**config.mk**
```make
export PLATFORM = sky130hd
export DESIGN_NAME = dgc_ctrl
export DESIGN_NICKNAME = d
export VERILOG_FILES = /design/src/rtl/dgc_pkg.sv /design/src/rtl/dgc_ctrl.sv /design/src/rtl/dgc_clk_detect.sv
export SDC_FILE = /design/constraint.sdc
export NUM_CORES = 1
export LEC_CHECK = 0
export BUFFER_PORTS_ARGS = -buffer_cell sky130_fd_sc_hd__buf_4
export CAP_MARGIN = 10
export CELL_PAD_IN_SITES_DETAIL_PLACEMENT = 1
export CELL_PAD_IN_SITES_GLOBAL_PLACEMENT = 2
export CORE_UTILIZATION = 37
export CTS_CLUSTER_DIAMETER = 100
export DETAILED_ROUTE_END_ITERATION = 8
export MAX_ROUTING_LAYER = met4
export PLACE_DENSITY_LB_ADDON = 0.1
export SLEW_MARGIN = 20
export SYNTH_ARGS = -nofsm -noshare
export SYNTH_HDL_FRONTEND = slang
export SYNTH_SLANG_ARGS = --single-unit
export TNS_END_PERCENT = 30
```
**constraint.sdc**
```tcl
create_clock -name sys_clk_i -period 2.7 [get_ports sys_clk_i]
set_input_delay 0.54 -clock sys_clk_i [delete_from_list [all_inputs] [get_ports sys_clk_i]]
set_output_delay 0.54 -clock sys_clk_i [all_outputs]
set_load 0.1 [all_outputs]
```
**src/rtl/dgc_pkg.sv**
```systemverilog
// shared constants for the dac gain and clock control block
package dgc_pkg;
	localparam int CLK_PERIOD_NS = 25;

	// register map
	localparam logic [6:0] ADDR_CLK_CTRL   = 7'h02;
	localparam logic [6:0] ADDR_GAIN_TRIM  = 7'h09;
	localparam logic [4:0] ADDR_INC_LIMIT  = 5'h1F;
	localparam logic [7:0] CLK_CTRL_RESET  = 8'h00;
	localparam logic [5:0] GAIN_TRIM_RESET = 6'h00;

	// fields of the clock control register and the gain trim width
	localparam int BIT_RX_POWERDOWN = 0;
	localparam int BIT_CLK_PRESENT  = 1;
	localparam int BIT_TX_DISABLE   = 4;
	localparam int BIT_RATIO_SEL    = 5;
	localparam int BIT_DRIVE_SEL    = 6;
	localparam int BIT_TERM_EN      = 7;
	localparam int TRIM_WIDTH       = 6;

	// gain scaling numerator
	localparam logic [8:0] GAIN_NUMERATOR = 9'h100;

	// clock detector timing
	localparam int DET_WINDOW_NS    = 102400;
	localparam int DET_WIN_CYCLES   = DET_WINDOW_NS / CLK_PERIOD_NS;
	localparam int MIN_CLK_MHZ      = 50;
	localparam int RX_PRESCALE      = 256;
	localparam int DET_MIN_EDGES    = (MIN_CLK_MHZ * DET_WINDOW_NS) / (1000 * RX_PRESCALE);

	typedef enum logic [1:0] {
		SPI_CMD  = 2'b00,
		SPI_DATA = 2'b01
	} dgc_spi_phase_type;
endpackage

```
**src/rtl/dgc_ctrl.sv**
```systemverilog
// register port, sample path and divided clock of the dac control block
`timescale 1ns/1ps
`default_nettype none
module dgc_ctrl
	import dgc_pkg::*;
#(
	parameter int RES = 16
) (
	input  wire logic                  sys_clk_i,
	input  wire logic                  rstn_i,
	input  wire logic                  spi_cs_n_i,
	input  wire logic                  spi_sck_i,
	input  wire logic                  spi_sdi_i,
	output logic                       spi_sdo_o,
	output logic                       spi_sdo_oe_o,
	input  wire logic                  sample_clk_in_i,
	input  wire logic                  sample_stb_i,
	input  wire logic [RES-1:0]        sample_code_i,
	output logic [RES-1:0]             analog_out_pair_p_o,
	output logic [RES-1:0]             analog_out_pair_n_o,
	output logic [dgc_pkg::TRIM_WIDTH-1:0] full_scale_trim_o,
	output logic [8:0]                 full_scale_den_o,
	output logic                       sample_clk_present_o,
	output logic                       sample_clk_rx_powerdown_o,
	output logic                       divided_clk_out_o,
	output logic                       divided_clk_out_oe_o,
	output logic                       divclk_drive_sel_o,
	output logic                       divclk_term_en_o
);
	import dgc_pkg::*;

	function automatic logic [7:0] reg_read(input logic [6:0] a, input logic [7:0] c, input logic [5:0] t,
		input logic p);
		logic [7:0] v;
		v = 8'h00;
		if (a == ADDR_CLK_CTRL) begin
			v = c;
			v[BIT_CLK_PRESENT] = p;
		end else if (a == ADDR_GAIN_TRIM) begin
			v = {2'b00, t};
		end
		return v;
	endfunction

	// register state
	logic [7:0] clk_ctrl_reg, clk_ctrl_next;
	logic [5:0] trim_reg, trim_next;

	// spi state
	dgc_spi_phase_type phase_reg, phase_next;
	logic       sck_reg, sck_next;
	logic [2:0] bit_reg, bit_next;
	logic       rw_reg, rw_next;
	logic [6:0] addr_reg, addr_next;
	logic [7:0] shin_reg, shin_next;
	logic [7:0] shout_reg, shout_next;
	logic       sdo_reg, sdo_next;
	logic       sck_rise, sck_fall;
	logic [7:0] byte_in;
	logic       present;

	assign sck_rise = !spi_cs_n_i && spi_sck_i && !sck_reg;
	assign sck_fall = !spi_cs_n_i && !spi_sck_i && sck_reg;
	assign byte_in  = {shin_reg[6:0], spi_sdi_i};

	always_comb begin
		clk_ctrl_next = clk_ctrl_reg;
		trim_next     = trim_reg;
		phase_next    = phase_reg;
		sck_next      = spi_sck_i;
		bit_next      = bit_reg;
		rw_next       = rw_reg;
		addr_next     = addr_reg;
		shin_next     = shin_reg;
		shout_next    = shout_reg;
		sdo_next      = sdo_reg;
		if (spi_cs_n_i) begin
			phase_next = SPI_CMD;
			bit_next   = 3'h0;
			sdo_next   = 1'b0;
		end else if (sck_rise) begin
			shin_next = byte_in;
			bit_next  = bit_reg + 3'h1;
			if (bit_reg == 3'h7) begin
				case (phase_reg)
					SPI_CMD: begin
						rw_next    = byte_in[7];
						addr_next  = byte_in[6:0];
						phase_next = SPI_DATA;
						shout_next = reg_read(byte_in[6:0], clk_ctrl_reg, trim_reg, present);
					end
					SPI_DATA: begin
						if (!rw_reg && addr_reg == ADDR_CLK_CTRL) begin
							// status bit and unused bits are not writable
							clk_ctrl_next = byte_in & 8'hF1;
						end
						if (!rw_reg && addr_reg == ADDR_GAIN_TRIM) begin
							trim_next = byte_in[5:0];
						end
						if (addr_reg[4:0] != ADDR_INC_LIMIT) begin
							addr_next = addr_reg + 7'h01;
						end
						shout_next = reg_read(addr_next, clk_ctrl_reg, trim_reg, present);
					end
					default: phase_next = SPI_CMD;
				endcase
			end
		end else if (sck_fall) begin
			if (phase_reg == SPI_DATA && rw_reg) begin
				sdo_next   = shout_reg[7];
				shout_next = {shout_reg[6:0], 1'b0};
			end else begin
				sdo_next = 1'b0;
			end
		end
	end

	always_ff @(posedge sys_clk_i or negedge rstn_i) begin
		if (!rstn_i) begin
			// receiver powered, quarter rate, low drive, no termination
			clk_ctrl_reg <= CLK_CTRL_RESET;
			trim_reg     <= GAIN_TRIM_RESET;
			phase_reg    <= SPI_CMD;
			sck_reg      <= 1'b0;
			bit_reg      <= 3'h0;
			rw_reg       <= 1'b0;
			addr_reg     <= 7'h00;
			shin_reg     <= 8'h00;
			shout_reg    <= 8'h00;
			sdo_reg      <= 1'b0;
		end else begin
			clk_ctrl_reg <= clk_ctrl_next;
			trim_reg     <= trim_next;
			phase_reg    <= phase_next;
			sck_reg      <= sck_next;
			bit_reg      <= bit_next;
			rw_reg       <= rw_next;
			addr_reg     <= addr_next;
			shin_reg     <= shin_next;
			shout_reg    <= shout_next;
			sdo_reg      <= sdo_next;
		end
	end

	assign spi_sdo_o    = sdo_reg;
	assign spi_sdo_oe_o = !spi_cs_n_i;

	// clock detector
	dgc_clk_detect u_detect (
		.sys_clk_i      (sys_clk_i),
		.rstn_i         (rstn_i),
		.clk_level_i    (sample_clk_in_i),
		.rx_powerdown_i (clk_ctrl_reg[BIT_RX_POWERDOWN]),
		.present_o      (present)
	);

	// sample path and divider
	logic [RES-1:0] code_reg, code_next;
	logic           div_reg, div_next;
	logic           dclk_reg, dclk_next;
	logic [8:0]     den_reg, den_next;

	always_comb begin
		code_next = code_reg;
		div_next  = div_reg;
		dclk_next = dclk_reg;
		// denominator computed here; a divider per sample would cost far more
		den_next  = GAIN_NUMERATOR + {{3{trim_reg[5]}}, trim_reg};
		if (!present) begin
			code_next = '0;
			div_next  = 1'b0;
		end else if (sample_stb_i) begin
			code_next = sample_code_i;
			if (!clk_ctrl_reg[BIT_TX_DISABLE]) begin
				if (clk_ctrl_reg[BIT_RATIO_SEL]) begin
					dclk_next = !dclk_reg;
				end else begin
					div_next = !div_reg;
					if (div_reg) begin
						dclk_next = !dclk_reg;
					end
				end
			end
		end
	end

	always_ff @(posedge sys_clk_i or negedge rstn_i) begin
		if (!rstn_i) begin
			code_reg <= '0;
			div_reg  <= 1'b0;
			dclk_reg <= 1'b0;
			den_reg  <= GAIN_NUMERATOR;
		end else begin
			code_reg <= code_next;
			div_reg  <= div_next;
			dclk_reg <= dclk_next;
			den_reg  <= den_next;
		end
	end

	// offset binary steering: zero code gives complementary halves
	assign analog_out_pair_p_o       = {~code_reg[RES-1], code_reg[RES-2:0]};
	assign analog_out_pair_n_o       = ~analog_out_pair_p_o;
	assign full_scale_trim_o         = trim_reg;
	assign full_scale_den_o          = den_reg;
	assign sample_clk_present_o      = present;
	assign sample_clk_rx_powerdown_o = clk_ctrl_reg[BIT_RX_POWERDOWN];
	assign divided_clk_out_o         = dclk_reg;
	assign divided_clk_out_oe_o      = !clk_ctrl_reg[BIT_TX_DISABLE];
	assign divclk_drive_sel_o        = clk_ctrl_reg[BIT_DRIVE_SEL];
	assign divclk_term_en_o          = clk_ctrl_reg[BIT_TERM_EN];
endmodule // dgc_ctrl
`default_nettype wire

```
**src/rtl/dgc_clk_detect.sv**
```systemverilog
// sample clock presence detector
`timescale 1ns/1ps
`default_nettype none
module dgc_clk_detect
	import dgc_pkg::*;
#(
	parameter int WIN_CYCLES = dgc_pkg::DET_WIN_CYCLES,
	parameter int MIN_EDGES  = dgc_pkg::DET_MIN_EDGES
) (
	input  wire logic sys_clk_i,
	input  wire logic rstn_i,
	input  wire logic clk_level_i,
	input  wire logic rx_powerdown_i,
	output logic      present_o
);
	import dgc_pkg::*;

	logic        level_reg, level_next;
	logic [15:0] win_reg, win_next;
	logic [15:0] edges_reg, edges_next;
	logic        present_reg, present_next;
	logic        win_end;

	assign win_end = (win_reg == 16'(WIN_CYCLES - 1));

	always_comb begin
		// powered-down receiver sees no edges, so the flag drops at the window end
		level_next   = clk_level_i & ~rx_powerdown_i;
		win_next     = win_end ? 16'h0000 : win_reg + 16'h0001;
		edges_next   = edges_reg;
		present_next = present_reg;
		if (win_end) begin
			present_next = (edges_reg > 16'(MIN_EDGES));
			edges_next   = 16'h0000;
		end else if (level_next && !level_reg && edges_reg != 16'hFFFF) begin
			edges_next = edges_reg + 16'h0001;
		end
	end

	always_ff @(posedge sys_clk_i or negedge rstn_i) begin
		if (!rstn_i) begin
			level_reg   <= 1'b0;
			win_reg     <= 16'h0000;
			edges_reg   <= 16'h0000;
			present_reg <= 1'b0;
		end else begin
			level_reg   <= level_next;
			win_reg     <= win_next;
			edges_reg   <= edges_next;
			present_reg <= present_next;
		end
	end

	assign present_o = present_reg;
endmodule // dgc_clk_detect
`default_nettype wire

```
==> results of run 1 <==
==> layout make-up <==
cell class | count | area share
flip-flops and latches | 99 | 0.407
multi-input cells | 323 | 0.381
repair buffers | 88 | 0.108
clock buffers | 11 | 0.0398
well taps | 176 | 0.0361
inverters | 32 | 0.0197
clock inverters | 5 | 0.00760
==> Yosys cell counts (2+ instances only) <==
cell,number,area share
dfrtp_1,98,0.48
inv_1,32,0.024
nand2_1,29,0.021
o21ai_0,27,0.027
nor2b_1,26,0.032
a21oi_1,24,0.024
mux2i_1,24,0.047
mux2_2,22,0.049
nand3_1,20,0.020
clkbuf_1,13,0.0096
or4_1,12,0.018
xnor2_1,11,0.019
ha_1,10,0.025
nor2_1,10,0.0074
o31ai_1,9,0.013
buf_4,8,0.012
nand4_1,8,0.0099
nor3_1,8,0.0079
buf_2,6,0.0059
o22ai_1,6,0.0074
or3_1,6,0.0074
nand4b_1,5,0.0086
nor4_1,5,0.0062
xor2_1,5,0.0086
and3_1,4,0.0049
nand3b_1,4,0.0059
a2111oi_0,3,0.0052
a221oi_1,3,0.0052
and4_1,3,0.0052
nor3b_1,3,0.0044
a211oi_1,2,0.0030
a21o_1,2,0.0030
a31oi_1,2,0.0025
mux2_4,2,0.0059
nand2b_1,2,0.0025
nand4bb_1,2,0.0044
nor4_4,2,0.0084
nor4bb_1,2,0.0040
or4bb_1,2,0.0044
==> kinds of logic after synthesis <==
logic type | share of synthesized area
simple gates | 0.199
mux | 0.102
flops | 0.489
fa+ha+maj | 0.0247
buf+inv | 0.0519
xor+xnor | 0.0277
compound gates | 0.105
==> path summary, 6_finish.rpt <==
path / startpoint / end / slack [ps] / cells past startpoint
min in group sys_clk_i: spi_sck_i / sck_reg$_DFF_PN0_ / 360 / 1
worst min-delay path: rstn_i / full_scale_den_o[0]$_DFF_PN0_ / 270 / 1
worst min register to register: full_scale_trim_o[3]$_DFFE_PN0P_ / full_scale_den_o[3]$_DFF_PN0_ / 410 / 0
max in group asynchronous: rstn_i / u_detect.win_reg[9]$_DFF_PN0_ / 1700 / 2
worst max-delay path: addr_reg[0]$_DFFE_PN0P_ / shout_reg[0]$_DFFE_PN0P_ / 590 / 5
worst max register to register: addr_reg[0]$_DFFE_PN0P_ / shout_reg[0]$_DFFE_PN0P_ / 590 / 5
==> routing by layer <==
| layer | vias to the layer above | GRT usage | wire, um |
|---|---|---|---|
| li1 | 1867 | - | - |
| met1 | 1972 | 0.232 | 5570 |
| met2 | 43 | 0.341 | 6590 |
| met3 | 12 | 0.0460 | 390 |
| met4 | 0 | 0.0514 | 142 |
| met5 | - | - | 0 |
==> per-stage QoR <==
step / setup WS (ps) / util
5_1_grt: 362 / 0.458
3_5_place_dp: 584 / 0.436
2_1_floorplan: 506 / -
6_report: 587 / 0.458
4_1_cts: 585 / 0.458
3_3_place_gp: 644 / 0.436
==> where the power goes <==
| part | internal [mW] | total, mW | switching [mW] |
|---|---|---|---|
| Clock | 0.666 | 1.26 | 0.592 |
| Combinational | 0.138 | 0.279 | 0.141 |
| Sequential | 1.57 | 1.73 | 0.163 |
| Total | 2.37 | 3.27 | 0.897 |
==> worst max-delay path: stages, from the launching register on <==
cell	delay, ps
dfrtp_1	480
ha_1	320
a21boi_0	360
a21o_1	340
mux2_2	370
o21ai_0	150
==> impl_metrics.yaml, run 1 <==
synth:
  yosysSeqAreaShare: 0.489
  ys_warn_count: 0
  syn-mean-instance-area_um2: 10.5
  syn_inst: 482
  synthDistinctLibCells: 59
  synth_seq_cells: 99
  syn_area_um2: 5060
  synthArstFlopShare: 1.00
  synthFlopType: "dfrtp_1"
  syn-num-nets: 515
  synth_edf_count: 0
flow_run:
  cap_violations: 0
cts:
  cts_buffers: 9
  htreeDepth: 3
  ctsResizeCount: 0
  cts_tree: "done"
  path_clk_slew_ps: 70
  clk_path_buf_depth: 2
  cts_sinks: 99
  insertion_delay_ps: 350
  cts_setup_buffers: 0
  cts_root_buf: "clkbuf_16"
  postCtsHoldBufs: 0
worst_setup_path:
  path_max_fanout: 9
  worstSetupEndpointType: "register"
  critical_path_arrival_ps: 2380
  critical_path_class: "reg2reg"
  worstPathRequired_ps: 2970
  worst_setup_path_start_kind: "register"
final_layout:
  seq_area_um2: 2480
  layout_commonest_cell: "dfrtp_1"
  final_nets: 586
  fin_area_um2: 6090
  drive_above_1_share: 0.246
  fill_cells: 1488
  final_cell_mix: "dfrtp_1 (98), buf_4 (88), inv_1 (32)"
  antennaDiodeCount: 0
  multiInputGateArea_um2: 2320
  final_cell_count_no_fill: 734
  syn2layout_area_growth_pct: 20.3
placement:
  dp_cells: 718
  placed_cell_area_um2: 5800
  port_buffers: 77
  gp_congestion: 0.774
  dp_hpwl_mm: 9.24
routing:
  viasPerCell: 5.31
  finalWirelength_mm: 12.7
  vias: 3894
  drt_pass1_iterations: 4
  routedWlPerCell_um: 17.3
  postRouteAntennaNets: 0
  drc_errors: 0
  drtIter0Drc: 144
timing:
  tightest_slew_ps: 831
  finalMaxSlewViolations: 0
  whs_ps: 266
  rsz0062_at_grt: "false"
  hold_viol: 0
  final-setup-viol-count: 0
  fmax_mhz: 473
  finalClockSkew_ps: 7.06
  slew_headroom: 0.442
  tns_ps: 0
  final_period_minus_worst_setup_slack_ps: 2110
  period_share: 0.783
die:
  core-area_um2: 13300
  num_rows: 42
  die_y_um: 119
  initial_core_util: 0.381
  die_w_um: 119
  ios: 78
  design.die.area_um2: 14200
grt:
  grt_pass1_vias: 4100
  overflow: 0
  grt_first_pass_wirelength_mm: 21.3
  grt.total_usage: 0.198
  grt_start_max_net_pins: 63
  antenna_found_initial: 0
power_and_ir_drop:
  powerDensity_nw_per_um2: 537
  leakage_nw: 2.66
  irDropWorstVdd_mv: 0.306
  total_power_mw: 3.27
hold_path:
  hold_path.class: "in2async"
run_status:
  status: "finished clean"
Power figures use the tool's default switching activity.
==> run 2: changes to the inputs <==
Clock period 2.7 ns to 2.19 ns, I/O delays scaled along.
==> run 2 against run 1 <==
Combinational power up 53%. Flip-flop and latch count unchanged. Die area unchanged. Sequential share of layout area down 0.95 points. Hold slack worse by 10 ps. Sequential power up 21%. Setup slack worse by 400 ps. Clock skew down 1.8 ps. Total power up 26%. Critical path depth up 2. Routed wire length up 4.9%. Cell area up 2.4%. Critical endpoint is now shout_reg[4]$_DFFE_PN0P_. Highest routed layer unchanged.
==> impl_metrics.yaml, run 2 (synthesis results as in run 1) <==
worst_setup_path:
  critical_path_arrival_ps: 2270
  crit_path_frequent_cell: "ha_1"
  worstSetupEndpointType: "register"
  worst_setup_path_start_kind: "register"
  path_delay_family: "compound AO/OA/AOI/OAI gates"
  slowest_stage: "a2111oi_1"
  max_stage_delay_ps: 560
  critical_path_class: "reg2reg"
  critPathBufInv: 1
  path_max_fanout: 8
  worstPathRequired_ps: 2460
  cp_cell_sequence: "ha_1 -> ha_1 -> nand4bb_1 -> a2111oi_1 -> buf_4 -> a221oi_1 -> o21ai_0"
timing:
  finalMaxSlewViolations: 0
  fmax_mhz: 500
  finalClockSkew_ps: 5.27
  rsz0062_at_grt: "false"
  final_period_minus_worst_setup_slack_ps: 2000
  hold_viol: 0
  tns_ps: 0
  final-setup-viol-count: 0
  slew_headroom: 0.624
  tightest_slew_ps: 559
  period_share: 0.914
hold_path:
  hold_path.class: "in2reg"
grt:
  grt_pass1_vias: 4261
  grt.total_usage: 0.208
  grt_start_max_net_pins: 58
  overflow: 0
  grt_first_pass_wirelength_mm: 22.4
  antenna_found_initial: 0
power_and_ir_drop:
  p_switching_mw: 1.17
  irDropWorstVdd_mv: 0.362
  sw_frac_of_total: 0.285
  p_comb_frac: 0.104
  clkPwrFrac: 0.384
  leakage_nw: 2.75
  powerDensity_nw_per_um2: 659
  total_power_mw: 4.11
  intPower_mw: 2.94
  power_frac_seq: 0.512
cts:
  insertion_delay_ps: 350
  path_clk_slew_ps: 70
  cts_sinks: 99
  clk_path_buf_depth: 2
  cts_tree: "done"
  cts_buffers: 9
  htreeDepth: 3
  cts_setup_buffers: 0
  cts_root_buf: "clkbuf_16"
placement:
  dp_cells: 732
  port_buffers: 77
  gp_congestion: 0.776
  dp_hpwl_mm: 9.72
die:
  num_rows: 42
  die_w_um: 119
  design.die.area_um2: 14200
  core-area_um2: 13300
  initial_core_util: 0.381
  ios: 78
  die_y_um: 119
routing:
  routedWlPerCell_um: 17.8
  drtIter0Drc: 198
  postRouteAntennaNets: 0
  vias: 4049
  finalWirelength_mm: 13.3
  viasPerCell: 5.41
  drt_pass1_iterations: 4
  drc_errors: 0
final_layout:
  final_cell_count_no_fill: 749
  drive_above_1_share: 0.265
  final_nets: 601
  syn2layout_area_growth_pct: 23.1
  final_cell_mix: "buf_4 (100), dfrtp_1 (98), inv_1 (32)"
  fill_cells: 1494
  layout_commonest_cell: "buf_4"
  antennaDiodeCount: 0
run_status:
  status: "finished clean"
flow_run:
  cap_violations: 0
[run 2: changes by cell type in the layout (fill, tap and decap cells not counted), sizes merged]
cell         delta
buf            +14
inv             +2
dlygate4sd3     +1
clkbuf          -2
[run 2: through the flow]
| stage | util | hold WS (ps) | cell area [um^2] | setup WS (ps) |
|---|---|---|---|---|
| final | 0.469 | 256 | 6240 | 189 |
| after global placement | 0.446 | 285 | 5930 | 139 |
| after floorplan | - | 142 | 5060 | 83.8 |
| after detailed placement | 0.446 | 288 | 5930 | 138 |
| after CTS | 0.469 | 241 | 6230 | 111 |
| after global routing | 0.469 | 235 | 6240 | 30.1 |
[run 2: timing repair]
| item | 4_1_cts | 5_1_grt |
|---|---|---|
| setup endpoints to repair | 0 | 1 |
| hold buffers | 1 | 0 |
| resized for setup | 0 | 2 |
| endpoints found under the hold margin | 7 | 0 |
[run 2: cell type report]
class	count	area, um^2	share of cell area
sequential	99	2480	0.397
timing repair buffer	103	801	0.128
clock inverter	7	66.3	0.0106
inverter	32	120	0.0193
multi-input combinational	323	2330	0.373
clock buffer	9	225	0.0361
tap	176	220	0.0353
[run 2: power by group through the flow]
stage	logic [mW]	clock network (mW)	registers [mW]
after CTS	0.433	1.64	2.10
after floorplan	0.251	0	2.06
after global placement	0.415	0	2.13
final	0.426	1.58	2.10
after detailed placement	0.431	0	2.14
after global routing	0.469	1.71	2.12
[run 2: path summary, 6_finish.rpt]
check	start	to	slack, ps	depth (start not counted)
max in group asynchronous	rstn_i	full_scale_den_o[8]$_DFF_PN1_	1160	3
max reg2reg	bit_reg[0]$_DFFE_PN0P_	shout_reg[4]$_DFFE_PN0P_	190	7
min	spi_sck_i	sck_reg$_DFF_PN0_	260	1
min in group asynchronous	rstn_i	shout_reg[1]$_DFFE_PN0P_	460	2
max	bit_reg[0]$_DFFE_PN0P_	shout_reg[4]$_DFFE_PN0P_	190	7
min reg2reg	full_scale_trim_o[2]$_DFFE_PN0P_	full_scale_den_o[2]$_DFF_PN0_	410	0
[run 2: layer usage]
metal / part of all wire / global-route usage / up-vias
met2: 0.52 / 0.348 / 65
met3: 0.029 / 0.0493 / 13
met1: 0.44 / 0.251 / 2066
li1: - / - / 1905
met4: 0.013 / 0.0554 / 0
met5: 0 / - / -
==> run 3: changes to the inputs <==
Settings changed: PLACE_DENSITY set to 0.81, PLACE_DENSITY_LB_ADDON 0.1 to not set.
==> run 3 against run 2 <==
The run now ends with negative hold slack left. Critical path depth is 2 lower. First-iteration DRC count decreased by 38%. Non-clock buffer count down 1. Clock power is 4% higher. Sequential power hardly changed. Final cell count fell by 0.13%. Die area stayed put. Global-route usage decreased by 0.91 points. Highest routed layer unchanged. Count of clock-buffer cells in the layout rose by 2. Register-to-register slack is essentially flat. Cell area shrank 0.20%. Routed wire length down 3.9%.
==> impl_metrics.yaml, run 3 (synthesis results as in run 1) <==
cts:
  cts_setup_buffers: 0
  clk_path_buf_depth: 2
  cts_tree: "done"
  cts_buffers: 9
  ctsResizeCount: 0
  htreeDepth: 3
  path_clk_slew_ps: 70
  cts_sinks: 99
  insertion_delay_ps: 350
  cts_root_buf: "clkbuf_16"
  postCtsHoldBufs: 0
run_status:
  status: "finished, violations left"
  violations: "negative hold slack"
final_layout:
  final_cell_mix: "buf_4 (101), dfrtp_1 (98), inv_1 (32)"
  layout_commonest_cell: "buf_4"
  syn2layout_area_growth_pct: 22.9
  antennaDiodeCount: 0
  final_nets: 600
  drive_above_1_share: 0.264
routing:
  drtIter0Drc: 122
  finalWirelength_mm: 12.8
  postRouteAntennaNets: 0
  vias: 3994
  viasPerCell: 5.34
  drc_errors: 0
  drt_pass1_iterations: 4
  routedWlPerCell_um: 17.1
timing:
  slew_headroom: 0.630
  finalClockSkew_ps: 7.09
  whs_ps: -1.06
  period_share: 0.916
  fmax_mhz: 499
  tightest_slew_ps: 550
  final-setup-viol-count: 0
  final_period_minus_worst_setup_slack_ps: 2010
  rsz0062_at_grt: "false"
  hold_viol: 1
  finalMaxSlewViolations: 0
  tns_ps: 0
power_and_ir_drop:
  clkPwrFrac: 0.396
  power_frac_seq: 0.508
  p_comb_frac: 0.096
  total_power_mw: 4.14
  powerDensity_nw_per_um2: 665
  p_switching_mw: 1.09
  intPower_mw: 3.05
  leakage_nw: 2.75
  sw_frac_of_total: 0.264
  irDropWorstVdd_mv: 0.405
worst_setup_path:
  path_delay_family: "simple AND/OR/NAND/NOR gates"
  worst_setup_path_start_kind: "register"
  cp.depth: 5
  worstSetupEndpointType: "register"
  path_max_fanout: 5
  worstPathRequired_ps: 2430
  cp_cell_sequence: "ha_1 -> nand2_1 -> or4_1 -> nor2_2 -> mux2_2"
  max_stage_delay_ps: 560
  worstRegToRegCells: 5
  critical_path_arrival_ps: 2250
  slowest_stage: "or4_1"
  critical_path_class: "reg2reg"
  critPathBufInv: 0
flow_run:
  cap_violations: 0
placement:
  dp_hpwl_mm: 9.46
  gp_congestion: 0.770
  port_buffers: 77
grt:
  grt_first_pass_wirelength_mm: 21.5
  grt_pass1_vias: 4200
  overflow: 0
  grt.total_usage: 0.199
  grt_start_max_net_pins: 45
  antenna_found_initial: 0
die:
  die_w_um: 119
  num_rows: 42
  core-area_um2: 13300
  die_y_um: 119
  ios: 78
  initial_core_util: 0.381
  design.die.area_um2: 14200
hold_path:
  hold_path.class: "in2async"
-- run 3: changes by cell type in the layout (fill, tap and decap cells not counted), sizes merged --
cell         previous run  this run
bufinv                  0         1
clkbuf                  9        11
dlygate4sd3             1         0
inv                    36        33
-- run 3: path summary, 6_finish.rpt --
check,startpoint,to,slack (ps)
min,rstn_i,code_reg[0]$_DFFE_PN0P_,-1
max reg2reg,u_detect.win_reg[0]$_DFF_PN0_,u_detect.present_o$_DFFE_PN0N_,180
max,u_detect.win_reg[0]$_DFF_PN0_,u_detect.present_o$_DFFE_PN0N_,180
min reg2reg,full_scale_trim_o[2]$_DFFE_PN0P_,full_scale_den_o[2]$_DFF_PN0_,410
min in group sys_clk_i,spi_sck_i,sck_reg$_DFF_PN0_,250
max in group asynchronous,rstn_i,sck_reg$_DFF_PN0_,1550
-- run 3: per-stage QoR --
| stage | instances | area, um^2 | hold WS, ps | utilization | worst slack (ps) |
|---|---|---|---|---|---|
| finish | 748 | 6220 | -1.06 | 0.468 | 184 |
| global route | 748 | 6220 | 24.1 | 0.468 | 12.1 |
| CTS | 748 | 6220 | 10.7 | 0.468 | 173 |
| detailed placement | 732 | 5920 | 395 | 0.445 | 144 |
| global placement | 732 | 5920 | 391 | 0.445 | 152 |
| floorplan | 482 | 5060 | 142 | - | 83.8 |
-- run 3: power by group through the flow --
stage	registers (mW)	clock network, mW	logic, mW
after global routing	2.13	1.75	0.442
after global placement	2.13	0	0.388
after floorplan	2.06	0	0.251
after detailed placement	2.14	0	0.401
after CTS	2.10	1.68	0.401
final	2.10	1.64	0.396
-- run 3: layout make-up --
type,instances,area (um^2)
Clock buffer,11,243
Multi-Input combinational cell,323,2320
Clock inverter,5,61.3
Timing Repair Buffer,102,778
Sequential cell,99,2480
Fill cell,1457,7070
Inverter,32,120
Tap cell,176,220
-- run 3: per-layer routing --
metal | part of all wire | up-vias | track usage
li1 | - | 1891 | -
met5 | 0 | - | -
met4 | 0.017 | 0 | 0.0783
met1 | 0.47 | 1990 | 0.255
met2 | 0.48 | 96 | 0.319
met3 | 0.034 | 17 | 0.0278
